===== src/hw/ch2_pwm_defs.vh =====
`ifndef CH2_PWM_DEFS_VH
`define CH2_PWM_DEFS_VH
// ----------------------------------------
// register offsets (register index)
// ----------------------------------------
`define OFF_PWM_CTRL      8'h16
`define OFF_ILIM_CFG      8'h17
`define OFF_FAULT_STAT    8'h15
`define RST_PWM_CTRL      16'h0000
`define RST_ILIM_CFG      16'h0088
// ----------------------------------------
// field positions
// ----------------------------------------
`define PWM_EN_BIT        0
`define DUTY_LSB          1
`define DUTY_MSB          8
`define FREQ_LSB          9
`define FREQ_MSB          11
`define THR_LSB           4
`define THR_MSB           7
`define DUR_LSB           8
`define DUR_MSB           10
`define WIRE_EN_BIT       11
`define MODE_LSB          12
`define MODE_MSB          13
`define PEAK_LSB          14
`define PEAK_MSB          15
`define STAT_OTW_BIT      0
`define STAT_OLON_BIT     1
`define STAT_PWMERR_BIT   12
// ----------------------------------------
// charge modes
// ----------------------------------------
`define MODE_NONE         2'h0
`define MODE_DVDT         2'h1
`define MODE_ILIM         2'h2
`define MODE_PULSE        2'h3
// ----------------------------------------
// timing (clock 50 MHz)
// ----------------------------------------
`define CLK_HZ            50000000
`define MIN_ON_US         200
`define MIN_ON_CYC        26'h0002710 // 200 us in 50 MHz cycles
`define MS_LAST_CYC       16'hC34F    // last cycle of one millisecond
`endif


===== src/hw/pwm_period_gen.v =====
`include "ch2_pwm_defs.vh"
module pwm_period_gen (
  // clock and reset
  input  wire        clk,
  input  wire        resetn,
  // settings
  input  wire        run,
  input  wire [2:0]  freq_sel,
  input  wire [7:0]  duty,
  // output
  output reg         pulse_ff
);
  // ----------------------------------------
  // period lookup, cycles at 50 MHz
  // ----------------------------------------
  function [25:0] period_cycles;
    input [2:0] sel;
    begin
      case (sel)
        3'h0: period_cycles = 26'd62500000; // 0.8 Hz
        3'h1: period_cycles = 26'd14705882; // 3.4 Hz
        3'h2: period_cycles = 26'd3623188;  // 13.8 Hz
        3'h3: period_cycles = 26'd450450;   // 111 Hz
        3'h4: period_cycles = 26'd226244;   // 221 Hz
        3'h5: period_cycles = 26'd112866;   // 443 Hz
        3'h6: period_cycles = 26'd56497;    // 885 Hz
        default: period_cycles = 26'd28248; // 1770 Hz
      endcase
    end
  endfunction

  reg  [25:0] cnt_ff;
  reg  [11:0] cfg_ff;
  wire [25:0] period = period_cycles(freq_sel);
  wire [33:0] on_prod = period * duty;
  wire [25:0] on_cyc = on_prod[33:8];  // duty/256 of the period
  wire [11:0] cfg_now = {run, freq_sel, duty};

  // free counter, restarted when the setup changes
  always @(posedge clk or negedge resetn) begin
    if (!resetn) begin
      cnt_ff   <= 26'h0000000;
      cfg_ff   <= 12'h000;
      pulse_ff <= 1'b0;
    end else begin
      cfg_ff <= cfg_now;
      if (!run || cfg_now != cfg_ff || cnt_ff >= period - 26'd1) begin
        cnt_ff <= 26'h0000000;
      end else begin
        cnt_ff <= cnt_ff + 26'd1;
      end
      pulse_ff <= run && (cnt_ff < on_cyc);
    end
  end
endmodule // pwm_period_gen


===== src/hw/ch2_pwm_inrush.v =====
`include "ch2_pwm_defs.vh"
module ch2_pwm_inrush (
  // clock and reset
  input  wire        CLK,
  input  wire        RESETN,
  // register port
  input  wire [7:0]  REG_ADDR,
  input  wire        REG_WR,
  input  wire        REG_RD,
  input  wire [15:0] REG_WDATA,
  output reg  [15:0] REG_RDATA,
  // channel state from the analog side
  input  wire        SWITCH_ON_COMMAND,
  input  wire        OVERTEMP_RAW,
  input  wire        OPEN_LOAD_RAW,
  input  wire        OPEN_LOAD_DETECT_ENABLE,
  input  wire [3:0]  STEADY_OVERCURRENT_THRESHOLD,
  // channel controls
  output reg         GATE_ON,
  output reg         INRUSH_ACTIVE,
  output reg  [1:0]  CHARGE_MODE,
  output reg  [3:0]  OVERCURRENT_CODE,
  output reg         CURRENT_DIVIDE_BY_5,
  output reg  [3:0]  RAMP_RATE_CODE,
  output reg  [3:0]  PULSE_PARAM_CODE,
  output reg  [1:0]  PULSE_PEAK_CURRENT_SELECT,
  output reg         WIRE_HEAT_ACCUMULATE
);
  // ----------------------------------------
  // input synchronisers
  // ----------------------------------------
  reg [3:0] sync1_ff;
  reg [3:0] sync2_ff;
  always @(posedge CLK or negedge RESETN) begin
    if (!RESETN) begin
      sync1_ff <= 4'h0;
      sync2_ff <= 4'h0;
    end else begin
      sync1_ff <= {SWITCH_ON_COMMAND, OVERTEMP_RAW, OPEN_LOAD_RAW, OPEN_LOAD_DETECT_ENABLE};
      sync2_ff <= sync1_ff;
    end
  end
  wire sw_on   = sync2_ff[3];
  wire otw     = sync2_ff[2];
  wire ol_raw  = sync2_ff[1];
  wire ol_en   = sync2_ff[0];

  // ----------------------------------------
  // registers
  // ----------------------------------------
  reg  [15:0] pwm_ctrl_ff;
  reg  [15:0] ilim_cfg_ff;
  reg         pwm_err_ff;
  wire [2:0]  freq_sel = pwm_ctrl_ff[`FREQ_MSB:`FREQ_LSB];
  wire [7:0]  duty     = pwm_ctrl_ff[`DUTY_MSB:`DUTY_LSB];
  wire        pwm_en   = pwm_ctrl_ff[`PWM_EN_BIT];
  wire [1:0]  mode     = ilim_cfg_ff[`MODE_MSB:`MODE_LSB];
  wire [2:0]  dur_sel  = ilim_cfg_ff[`DUR_MSB:`DUR_LSB];
  wire [3:0]  thr      = ilim_cfg_ff[`THR_MSB:`THR_LSB];

  // on-time check for a requested enable; reuses the period table in cycles
  function [25:0] period_of;
    input [2:0] sel;
    begin
      case (sel)
        3'h0: period_of = 26'd62500000;
        3'h1: period_of = 26'd14705882;
        3'h2: period_of = 26'd3623188;
        3'h3: period_of = 26'd450450;
        3'h4: period_of = 26'd226244;
        3'h5: period_of = 26'd112866;
        3'h6: period_of = 26'd56497;
        default: period_of = 26'd28248;
      endcase
    end
  endfunction

  wire [2:0]  w_freq   = REG_WDATA[`FREQ_MSB:`FREQ_LSB];
  wire [7:0]  w_duty   = REG_WDATA[`DUTY_MSB:`DUTY_LSB];
  wire [33:0] w_onprod = period_of(w_freq) * w_duty;
  wire        w_on_ok  = w_onprod[33:8] > `MIN_ON_CYC;
  wire        w_en_ok  = w_on_ok && (mode == `MODE_NONE);
  wire        wr_pwm   = REG_WR && (REG_ADDR == `OFF_PWM_CTRL);
  wire        wr_ilim  = REG_WR && (REG_ADDR == `OFF_ILIM_CFG);
  wire        rd_stat  = REG_RD && (REG_ADDR == `OFF_FAULT_STAT);

  // writes; a refused enable stores zero in the enable bit and raises the error
  always @(posedge CLK or negedge RESETN) begin
    if (!RESETN) begin
      pwm_ctrl_ff <= `RST_PWM_CTRL;
      ilim_cfg_ff <= `RST_ILIM_CFG;
      pwm_err_ff  <= 1'b0;
    end else begin
      if (wr_pwm) begin
        pwm_ctrl_ff <= {4'h0, REG_WDATA[11:1], REG_WDATA[0] & w_en_ok};
      end
      if (wr_ilim) begin
        ilim_cfg_ff <= REG_WDATA;
      end
      // set beats the read clear
      if (wr_pwm && REG_WDATA[0] && !w_en_ok) begin
        pwm_err_ff <= 1'b1;
      end else if (rd_stat) begin
        pwm_err_ff <= 1'b0;
      end
    end
  end

  // ----------------------------------------
  // inrush window timer
  // ----------------------------------------
  function [6:0] window_ms;
    input [2:0] sel;
    begin
      case (sel)
        3'h0: window_ms = 7'd0;
        3'h1: window_ms = 7'd2;
        3'h2: window_ms = 7'd4;
        3'h3: window_ms = 7'd6;
        3'h4: window_ms = 7'd10;
        3'h5: window_ms = 7'd20;
        3'h6: window_ms = 7'd50;
        default: window_ms = 7'd100;
      endcase
    end
  endfunction

  reg        sw_prev_ff;
  reg [15:0] ms_cnt_ff;
  reg [6:0]  ms_left_ff;
  reg        win_ff;
  wire       win_start = sw_on && !sw_prev_ff;
  // window opens on each switch-on edge whose length is nonzero and runs its length in ms
  always @(posedge CLK or negedge RESETN) begin
    if (!RESETN) begin
      sw_prev_ff <= 1'b0;
      ms_cnt_ff  <= 16'h0000;
      ms_left_ff <= 7'h00;
      win_ff     <= 1'b0;
    end else begin
      sw_prev_ff <= sw_on;
      if (!sw_on) begin
        win_ff <= 1'b0;
      end else if (win_start) begin
        ms_left_ff <= window_ms(dur_sel);
        ms_cnt_ff  <= 16'h0000;
        win_ff     <= (window_ms(dur_sel) != 7'd0);
      end else if (win_ff) begin
        if (ms_cnt_ff == `MS_LAST_CYC) begin
          ms_cnt_ff  <= 16'h0000;
          ms_left_ff <= ms_left_ff - 7'd1;
          if (ms_left_ff == 7'd1) begin
            win_ff <= 1'b0;
          end
        end else begin
          ms_cnt_ff <= ms_cnt_ff + 16'd1;
        end
      end
    end
  end

  // charging with a nonzero mode inside the window; the opening cycle counts
  // too, so neither a pulse nor heating slips in before win_ff rises
  wire win_next = win_start && (window_ms(dur_sel) != 7'd0);
  wire charging = (win_ff || win_next) && (mode != `MODE_NONE);

  // ----------------------------------------
  // pulse generator
  // ----------------------------------------
  wire pulse;
  pwm_period_gen u_gen (
    .clk      (CLK),
    .resetn   (RESETN),
    .run      (pwm_en && sw_on && !charging),
    .freq_sel (freq_sel),
    .duty     (duty),
    .pulse_ff (pulse)
  );

  // ----------------------------------------
  // channel outputs
  // ----------------------------------------
  always @(posedge CLK or negedge RESETN) begin
    if (!RESETN) begin
      GATE_ON                   <= 1'b0;
      INRUSH_ACTIVE             <= 1'b0;
      CHARGE_MODE               <= 2'h0;
      OVERCURRENT_CODE          <= 4'h8;
      CURRENT_DIVIDE_BY_5       <= 1'b0;
      RAMP_RATE_CODE            <= 4'h0;
      PULSE_PARAM_CODE          <= 4'h0;
      PULSE_PEAK_CURRENT_SELECT <= 2'h0;
      WIRE_HEAT_ACCUMULATE      <= 1'b0;
    end else begin
      // plain follow unless pulsing is allowed
      GATE_ON <= (pwm_en && !charging) ? pulse : sw_on;
      INRUSH_ACTIVE <= win_ff;
      CHARGE_MODE   <= mode;
      // threshold: inrush field in mode zero or limit mode, steady after
      if (win_ff && (mode == `MODE_NONE || mode == `MODE_ILIM)) begin
        OVERCURRENT_CODE <= thr;
      end else begin
        OVERCURRENT_CODE <= STEADY_OVERCURRENT_THRESHOLD;
      end
      CURRENT_DIVIDE_BY_5 <= win_ff && (mode == `MODE_ILIM);
      RAMP_RATE_CODE   <= (mode == `MODE_DVDT) ? thr : 4'h0;
      PULSE_PARAM_CODE <= (mode == `MODE_PULSE) ? thr : 4'h0;
      PULSE_PEAK_CURRENT_SELECT <= (mode == `MODE_PULSE) ?
                                   ilim_cfg_ff[`PEAK_MSB:`PEAK_LSB] : 2'h0;
      WIRE_HEAT_ACCUMULATE <= ilim_cfg_ff[`WIRE_EN_BIT] && sw_on && !charging;
    end
  end

  // ----------------------------------------
  // read data
  // ----------------------------------------
  always @(posedge CLK or negedge RESETN) begin
    if (!RESETN) begin
      REG_RDATA <= 16'h0000;
    end else if (REG_RD) begin
      if (REG_ADDR == `OFF_PWM_CTRL) begin
        REG_RDATA <= pwm_ctrl_ff;
      end else if (REG_ADDR == `OFF_ILIM_CFG) begin
        REG_RDATA <= ilim_cfg_ff;
      end else if (REG_ADDR == `OFF_FAULT_STAT) begin
        REG_RDATA <= {3'h0, pwm_err_ff, 10'h000, ol_raw & ol_en, otw};
      end else begin
        REG_RDATA <= 16'h0000;
      end
    end
  end
endmodule // ch2_pwm_inrush


===== config.mk =====
export PLATFORM = sky130hd
export DESIGN_NAME = ch2_pwm_inrush
export DESIGN_NICKNAME = d
export VERILOG_FILES = /design/src/hw/pwm_period_gen.v /design/src/hw/ch2_pwm_inrush.v
export VERILOG_INCLUDE_DIRS = /design/src /design/src/hw
export SDC_FILE = /design/constraint.sdc
export NUM_CORES = 1
export LEC_CHECK = 0
export ABC_AREA = 0
export BUFFER_PORTS_ARGS = -buffer_cell sky130_fd_sc_hd__buf_2
export CAP_MARGIN = 20
export CELL_PAD_IN_SITES_DETAIL_PLACEMENT = 0
export CELL_PAD_IN_SITES_GLOBAL_PLACEMENT = 1
export CORE_MARGIN = 1
export CORE_UTILIZATION = 51
export CTS_BUF_LIST = sky130_fd_sc_hd__clkbuf_4
export DETAILED_ROUTE_END_ITERATION = 6
export PLACE_DENSITY_LB_ADDON = 0.3
export SYNTH_ARGS = -nofsm -noshare
export SYNTH_HDL_FRONTEND = slang
export SYNTH_SLANG_ARGS = --single-unit

===== constraint.sdc =====
create_clock -name CLK -period 10.4 [get_ports CLK]
set_input_delay 0.52 -clock CLK [delete_from_list [all_inputs] [get_ports CLK]]
set_output_delay 0.52 -clock CLK [all_outputs]
set_load 0.05 [all_outputs]

==> flow_summary.ini, run 1 <==
[run_status]
status = finished clean

[routing]
vias = 14500
wl_mm = 47.0
vias_per_cell = 5.40
ant_nets = 0
first_pass_iters = 5
drt_iter0_markers = 711
drc = 0
routedWlPerCell_um = 17.5

[placed_design]
dp_hpwl_mm = 37.2
post-place-ws_ns = 1.59
io_buffers = 71
finalWeightedCongestion = 0.853

[global_route]
grt_usage_pct = 25.6
grt_pass1_wl_mm = 78.6
grt_start_max_net_pins = 78
antenna_found_initial = 2
grt_overflow = 0
first_global_vias = 15200

[worst_setup_path]
path_max_fanout = 28
crit_top_cell = fa_1
critical_path.max_stage_delay_ns = 0.87
path_class = flip-flop to flip-flop
cp.required_ns = 10.82
arrival_ns = 9.36
cp_top_family = compound AO/OA/AOI/OAI gates
worstSetupStartpointType = flip-flop
cpMaxStageDelayCell = dfrtp_1
endpoint_kind = flip-flop
critPathBufInv = 3

[synthesis]
yosys-top-cells-area = fa_1, dfrtp_1, ha_1, inv_1, and2_1
yosysWarningCount = 0
synth_top_area_share_pct = 29.3
postSynthNetCount = 2613
syn_area_per_cell_um2 = 9.11
ys_seq_elements = 137
async_reset_ff_share_pct = 100
yosysMostFrequentCell = inv_1
ys_seq_area_share_pct = 17.7
synth_common_cells = inv_1, fa_1, and2_1
synth_edf_count = 0
synth_largest_area_cell = fa_1
syn-cell-area_um2 = 19400
synthCells = 2131
yosysUniqueCellTypes = 64
synth_top_flop_cell = dfrtp_1

[floorplanning]
die_w_um = 197
dieArea_um2 = 38800
num_rows = 71
core_um2 = 37600
initial_core_util_pct = 51.6
die_h_um = 197
io_pins = 72

[clocking]
cts_max_level = 4
root_buffer = clkbuf_4
postCtsSetupRepairBufs = 0
cts_buffer_depth = 2
cts_buffers = 17
clock_sinks = 137
clk_latency_ns = 0.55
postCtsResizedCells = 0
clk_pin_slew_ns = 0.13
cts_tree = built

[sta]
tightest_slew_ns = 1.05
fin_ws_ns = 1.46
setup_viol = 0
max_slew_margin_pct = 28.9
layout_min_cycle_time_ns = 8.94
grt_setup_unrepaired = no
fin_skew_ns = 0.0312
drv_slew = 0
fmax_mhz = 112
setup_tns_ns = 0
hold_viol_final = 0
post-route-period-util_pct = 86.0

[final_layout]
fin_util_pct = 54.6
layout.nets = 2647
syn_to_final_growth_pct = 5.72
layout-drive-gt1-share_pct = 7.62

[pwr]
pwr_density_cell_nw_per_um2 = 137
ir_drop_v = 0.000332
cellLeakagePower_nw = 10.3

[job]
cap_violations = 0

[worst_hold_path]
hold_path_class = input pin to flip-flop
## through the flow
| stage | hold slack [ns] | std cells | power, mW | area (µm²) |
|---|---|---|---|---|
| 2_1_floorplan | 0.224 | 2131 | 2.05 | 19400 |
| 3_3_place_gp | 0.335 | 2655 | 2.47 | 20300 |
| 3_5_place_dp | 0.336 | 2655 | 2.50 | 20300 |
| 4_1_cts | 0.0199 | 2688 | 2.82 | 20500 |
| 5_1_grt | 0.0141 | 2690 | 3.12 | 20500 |
| 6_report | 0.0667 | 2691 | 2.81 | 20500 |
## layout make-up
class	count	area, µm²
clock buffer	21	158
multi-input combinational	1556	14300
tap	511	639
timing repair buffer	92	526
fill	3482	17100
antenna	2	5.00
sequential	137	3430
clock inverter	11	61.3
inverter	361	1360
## flip-flops by register name, summed over array words and instances (netlist names), 2 cells and up
register and flops:
u_gen.cfg_ff 12, PULSE_PEAK_CURRENT_SELECT 2, CHARGE_MODE 2, sync2_ff 4, OVERCURRENT_CODE 4, ilim_cfg_ff 16, u_gen.cnt_ff 26, ms_left_ff 7
RAMP_RATE_CODE 4, ms_cnt_ff 16, pwm_ctrl_ff 12, REG_RDATA 16, PULSE_PARAM_CODE 4, sync1_ff 4
## worst register-to-register path: cells and delay by family, from the launching register on
family                   cells  cell delay (ns)
AND/OR/NAND/NOR              8             2.20
adder cells (fa/ha/maj)      6             2.69
buffers and inverters        3             0.25
flip-flops                   1             0.87
XOR/XNOR                     1             0.10
AO/OA/AOI/OAI               10             2.70
## repair_timing
action	CTS	global route
endpoints found under the hold margin	60	0
hold buffers	1	0
endpoints found under the setup margin	0	0
## logic make-up (layout without fill, tap and decap cells)
| group | count (synthesis) | after routing | share of synthesized area (%) |
|---|---|---|---|
| XOR/XNOR | 94 | 94 | 4.24 |
| AND/OR/NAND/NOR | 711 | 711 | 19.1 |
| buffers and inverters | 438 | 485 | 8.47 |
| AO/OA/AOI/OAI | 270 | 270 | 8.77 |
| adder cells (fa/ha/maj) | 446 | 446 | 39.7 |
| flip-flops | 137 | 137 | 17.7 |
| other | 0 | 2 | 0 |
| multiplexers | 35 | 35 | 2.01 |
## final timing paths
kind / start / slack [ns] / end / depth (start not counted)
max in group asynchronous: RESETN / 8.43 / pwm_ctrl_ff[3]$_DFFE_PN0P_ / 3
min in group asynchronous: RESETN / 0.46 / pwm_ctrl_ff[2]$_DFFE_PN0P_ / 2
min reg2reg: sync1_ff[3]$_DFF_PN0_ / 0.36 / sync2_ff[3]$_DFF_PN0_ / 0
max reg2reg: pwm_ctrl_ff[10]$_DFFE_PN0P_ / 1.46 / u_gen.pulse_ff$_DFF_PN0_ / 28
min: OVERTEMP_RAW / 0.07 / sync1_ff[2]$_DFF_PN0_ / 1
max: pwm_ctrl_ff[10]$_DFFE_PN0P_ / 1.46 / u_gen.pulse_ff$_DFF_PN0_ / 28
## per-layer routing
metal / global-route usage (%) / share of wire (%) / vias to the layer above
met5: 0 / 0.021 / -
met4: 6.86 / 2.0 / 2
met3: 3.19 / 3.7 / 68
met2: 43.2 / 49 / 302
met1: 34.9 / 45 / 7317
li1: - / - / 6854
## cell usage in the layout, fill, tap and decap left out, types with 12 or more instances in the layout
master / count
and3_1: 29
buf_2: 70
mux2_2: 31
nand2_1: 170
nand3_1: 38
nor2_1: 97
o21ai_0: 74
ha_1: 162
xnor2_1: 52
clkbuf_4: 21
a22oi_1: 12
buf_4: 19
fa_1: 284
xor2_1: 42
nor2b_1: 80
a21oi_1: 73
a21o_1: 16
dfrtp_1: 134
nor3_1: 40
inv_1: 361
and2_1: 181
nand2b_1: 19
nand4_1: 23
## report_power, final
part	switching [mW]	leakage, nW	total [mW]	internal [mW]
combinational	1.14	8.35	1.92	0.777
sequential	0.0289	1.84	0.588	0.559
clock	0.197	0.119	0.298	0.101
Power figures use the tool's default switching activity.
==> run 2: changes to the inputs <==
Clock period 10.4 ns to 9.5 ns, I/O delays scaled along.
==> flow_summary.ini, run 2 (synthesis gave the netlist of run 1 again) <==
[routing]
routedWlPerCell_um = 17.6
ant_nets = 0
drt_iter0_markers = 823
first_pass_iters = 5
vias = 14500
drc = 0
vias_per_cell = 5.39
wl_mm = 47.4

[final_layout]
final_common_cell = inv_1
layout-drive-gt1-share_pct = 8.06
layout.nets = 2654
largest_reg_flops = 26
syn_to_final_growth_pct = 6.79
instances_no_fill = 2696
regMostFlops = u_gen.cnt_ff
fin_util_pct = 55.2
final_cell_mix = inv_1, fa_1, and2_1
fillers = 3525

[worst_setup_path]
startpoint = pwm_ctrl_ff[10]$_DFFE_PN0P_
path_class = flip-flop to flip-flop
cp.required_ns = 9.91
critical_path.max_stage_delay_ns = 0.60
crit_top_cell = fa_1
worstReg2RegStart = pwm_ctrl_ff[10]$_DFFE_PN0P_
endpoint_kind = flip-flop
path_max_fanout = 20
worstReg2RegEnd = u_gen.pulse_ff$_DFF_PN0_
cpMaxStageDelayCell = nor2b_1
worstSetupStartpointType = flip-flop
reg2reg_depth = 30
r2r_slack_ns = 0.84
endpoint = u_gen.pulse_ff$_DFF_PN0_
arrival_ns = 9.07

[pwr]
p_int_mw = 1.71
ir_drop_v = 0.000284
pwr-share-seq_pct = 19.9
cellLeakagePower_nw = 10.4
p_switching_mw = 1.53
netSwitchingFraction_pct = 47.2
clockPowerShare_pct = 15.0
share_comb_of_total_power_pct = 65.2
fin_total_pwr_mw = 3.24
pwr_density_cell_nw_per_um2 = 156

[global_route]
antenna_found_initial = 3
grt_pass1_wl_mm = 79.2
grt_start_max_net_pins = 88
first_global_vias = 15200
grt_overflow = 0
grt_usage_pct = 25.8

[clocking]
root_buffer = clkbuf_4
cts_max_level = 4
clk_latency_ns = 0.53
cts_buffers = 17
cts_buffer_depth = 2
cts_tree = built
clock_sinks = 137
clk_pin_slew_ns = 0.13
postCtsSetupRepairBufs = 0

[placed_design]
post-place-ws_ns = 0.750
finalWeightedCongestion = 0.877
io_buffers = 71
dpl.cell_count = 2661
dp_hpwl_mm = 37.2

[floorplanning]
initial_core_util_pct = 51.6
core_um2 = 37600
num_rows = 71
die_w_um = 197
dieArea_um2 = 38800
die_h_um = 197
io_pins = 72

[sta]
setup_viol = 0
drv_slew = 0
grt_setup_unrepaired = no
post-route-period-util_pct = 91.2
fin_skew_ns = 0.0287
tightest_slew_ns = 1.02
hold_viol_final = 0
layout_min_cycle_time_ns = 8.66
max_slew_margin_pct = 31.1
fin_ws_ns = 0.841
setup_tns_ns = 0
fmax_mhz = 115

[worst_hold_path]
hold_path_class = input pin to flip-flop

[run_status]
status = finished clean

[job]
cap_violations = 0
[run 2: cell types whose count changed in the layout (fill, tap and decap cells not counted), sizes merged]
cell / previous run / this run
buf: 91 / 97
bufinv: 0 / 5
clkinv: 8 / 3
inv: 361 / 365
clkbuf: 21 / 18
clkinvlp: 3 / 1
diode: 2 / 1
dlygate4sd3: 1 / 2
[run 2: layout make-up]
class	instances	area, µm²	share of cell area, %
inverters	361	1360	6.54
repair buffers	99	597	2.88
clock buffers	18	135	0.652
well taps	511	639	3.08
clock inverters	13	218	1.05
diodes	1	2.50	0.0121
multi-input cells	1556	14300	69.2
flip-flops and latches	137	3430	16.6
[run 2: metal layers]
metal,vias up,global-route usage (%),part of all wire [%]
met4,2,6.69,2.2
met2,296,43.4,49
met1,7316,35.2,44
li1,6859,-,-
met5,-,0,0.017
met3,56,3.30,4.1
[run 2: how the worst min path moves through the flow]
stage | start | to | slack [ns] | cells past startpoint
floorplan | RESETN | CHARGE_MODE[0]$_DFF_PN0_ | 0.18 | 0
global placement | sync1_ff[0]$_DFF_PN0_ | sync2_ff[0]$_DFF_PN0_ | 0.33 | 0
detailed placement | sync1_ff[1]$_DFF_PN0_ | sync2_ff[1]$_DFF_PN0_ | 0.34 | 0
CTS | OPEN_LOAD_RAW | sync1_ff[1]$_DFF_PN0_ | 0.02 | 1
global route | OPEN_LOAD_RAW | sync1_ff[1]$_DFF_PN0_ | 0.003 | 1
finish | OPEN_LOAD_RAW | sync1_ff[1]$_DFF_PN0_ | 0.05 | 1
[run 2: stage by stage]
stage | area [µm²] | hold WS (ns)
5_1_grt | 20700 | 0.00304
4_1_cts | 20700 | 0.0171
6_report | 20700 | 0.0462
3_5_place_dp | 20300 | 0.336
2_1_floorplan | 19400 | 0.179
3_3_place_gp | 20300 | 0.332
[run 2: power by group through the flow]
stage               Combinational [mW]  Clock [mW]  Sequential (mW)
floorplan                         1.58           0            0.663
global placement                  2.06           0            0.652
detailed placement                2.09           0            0.653
CTS                               2.11       0.494            0.642
global route                      2.41       0.519            0.648
finish                            2.11       0.485            0.643
[run 2: what timing repair did]
| item | CTS | global route |
|---|---|---|
| hold buffers | 1 | 1 |
| endpoints found under the hold margin | 50 | 1 |
| endpoints found under the setup margin | 0 | 1 |
| resized for setup | 0 | 1 |
[run 2: worst max-delay path, delay by kind of cell, from the launching register on]
kind / cells / cell delay [ns]
AO/OA/AOI/OAI: 10 / 2.44
XOR/XNOR: 1 / 0.10
adder cells (fa/ha/maj): 6 / 2.71
buffers and inverters: 5 / 0.75
flip-flops: 1 / 0.53
AND/OR/NAND/NOR: 8 / 2.03
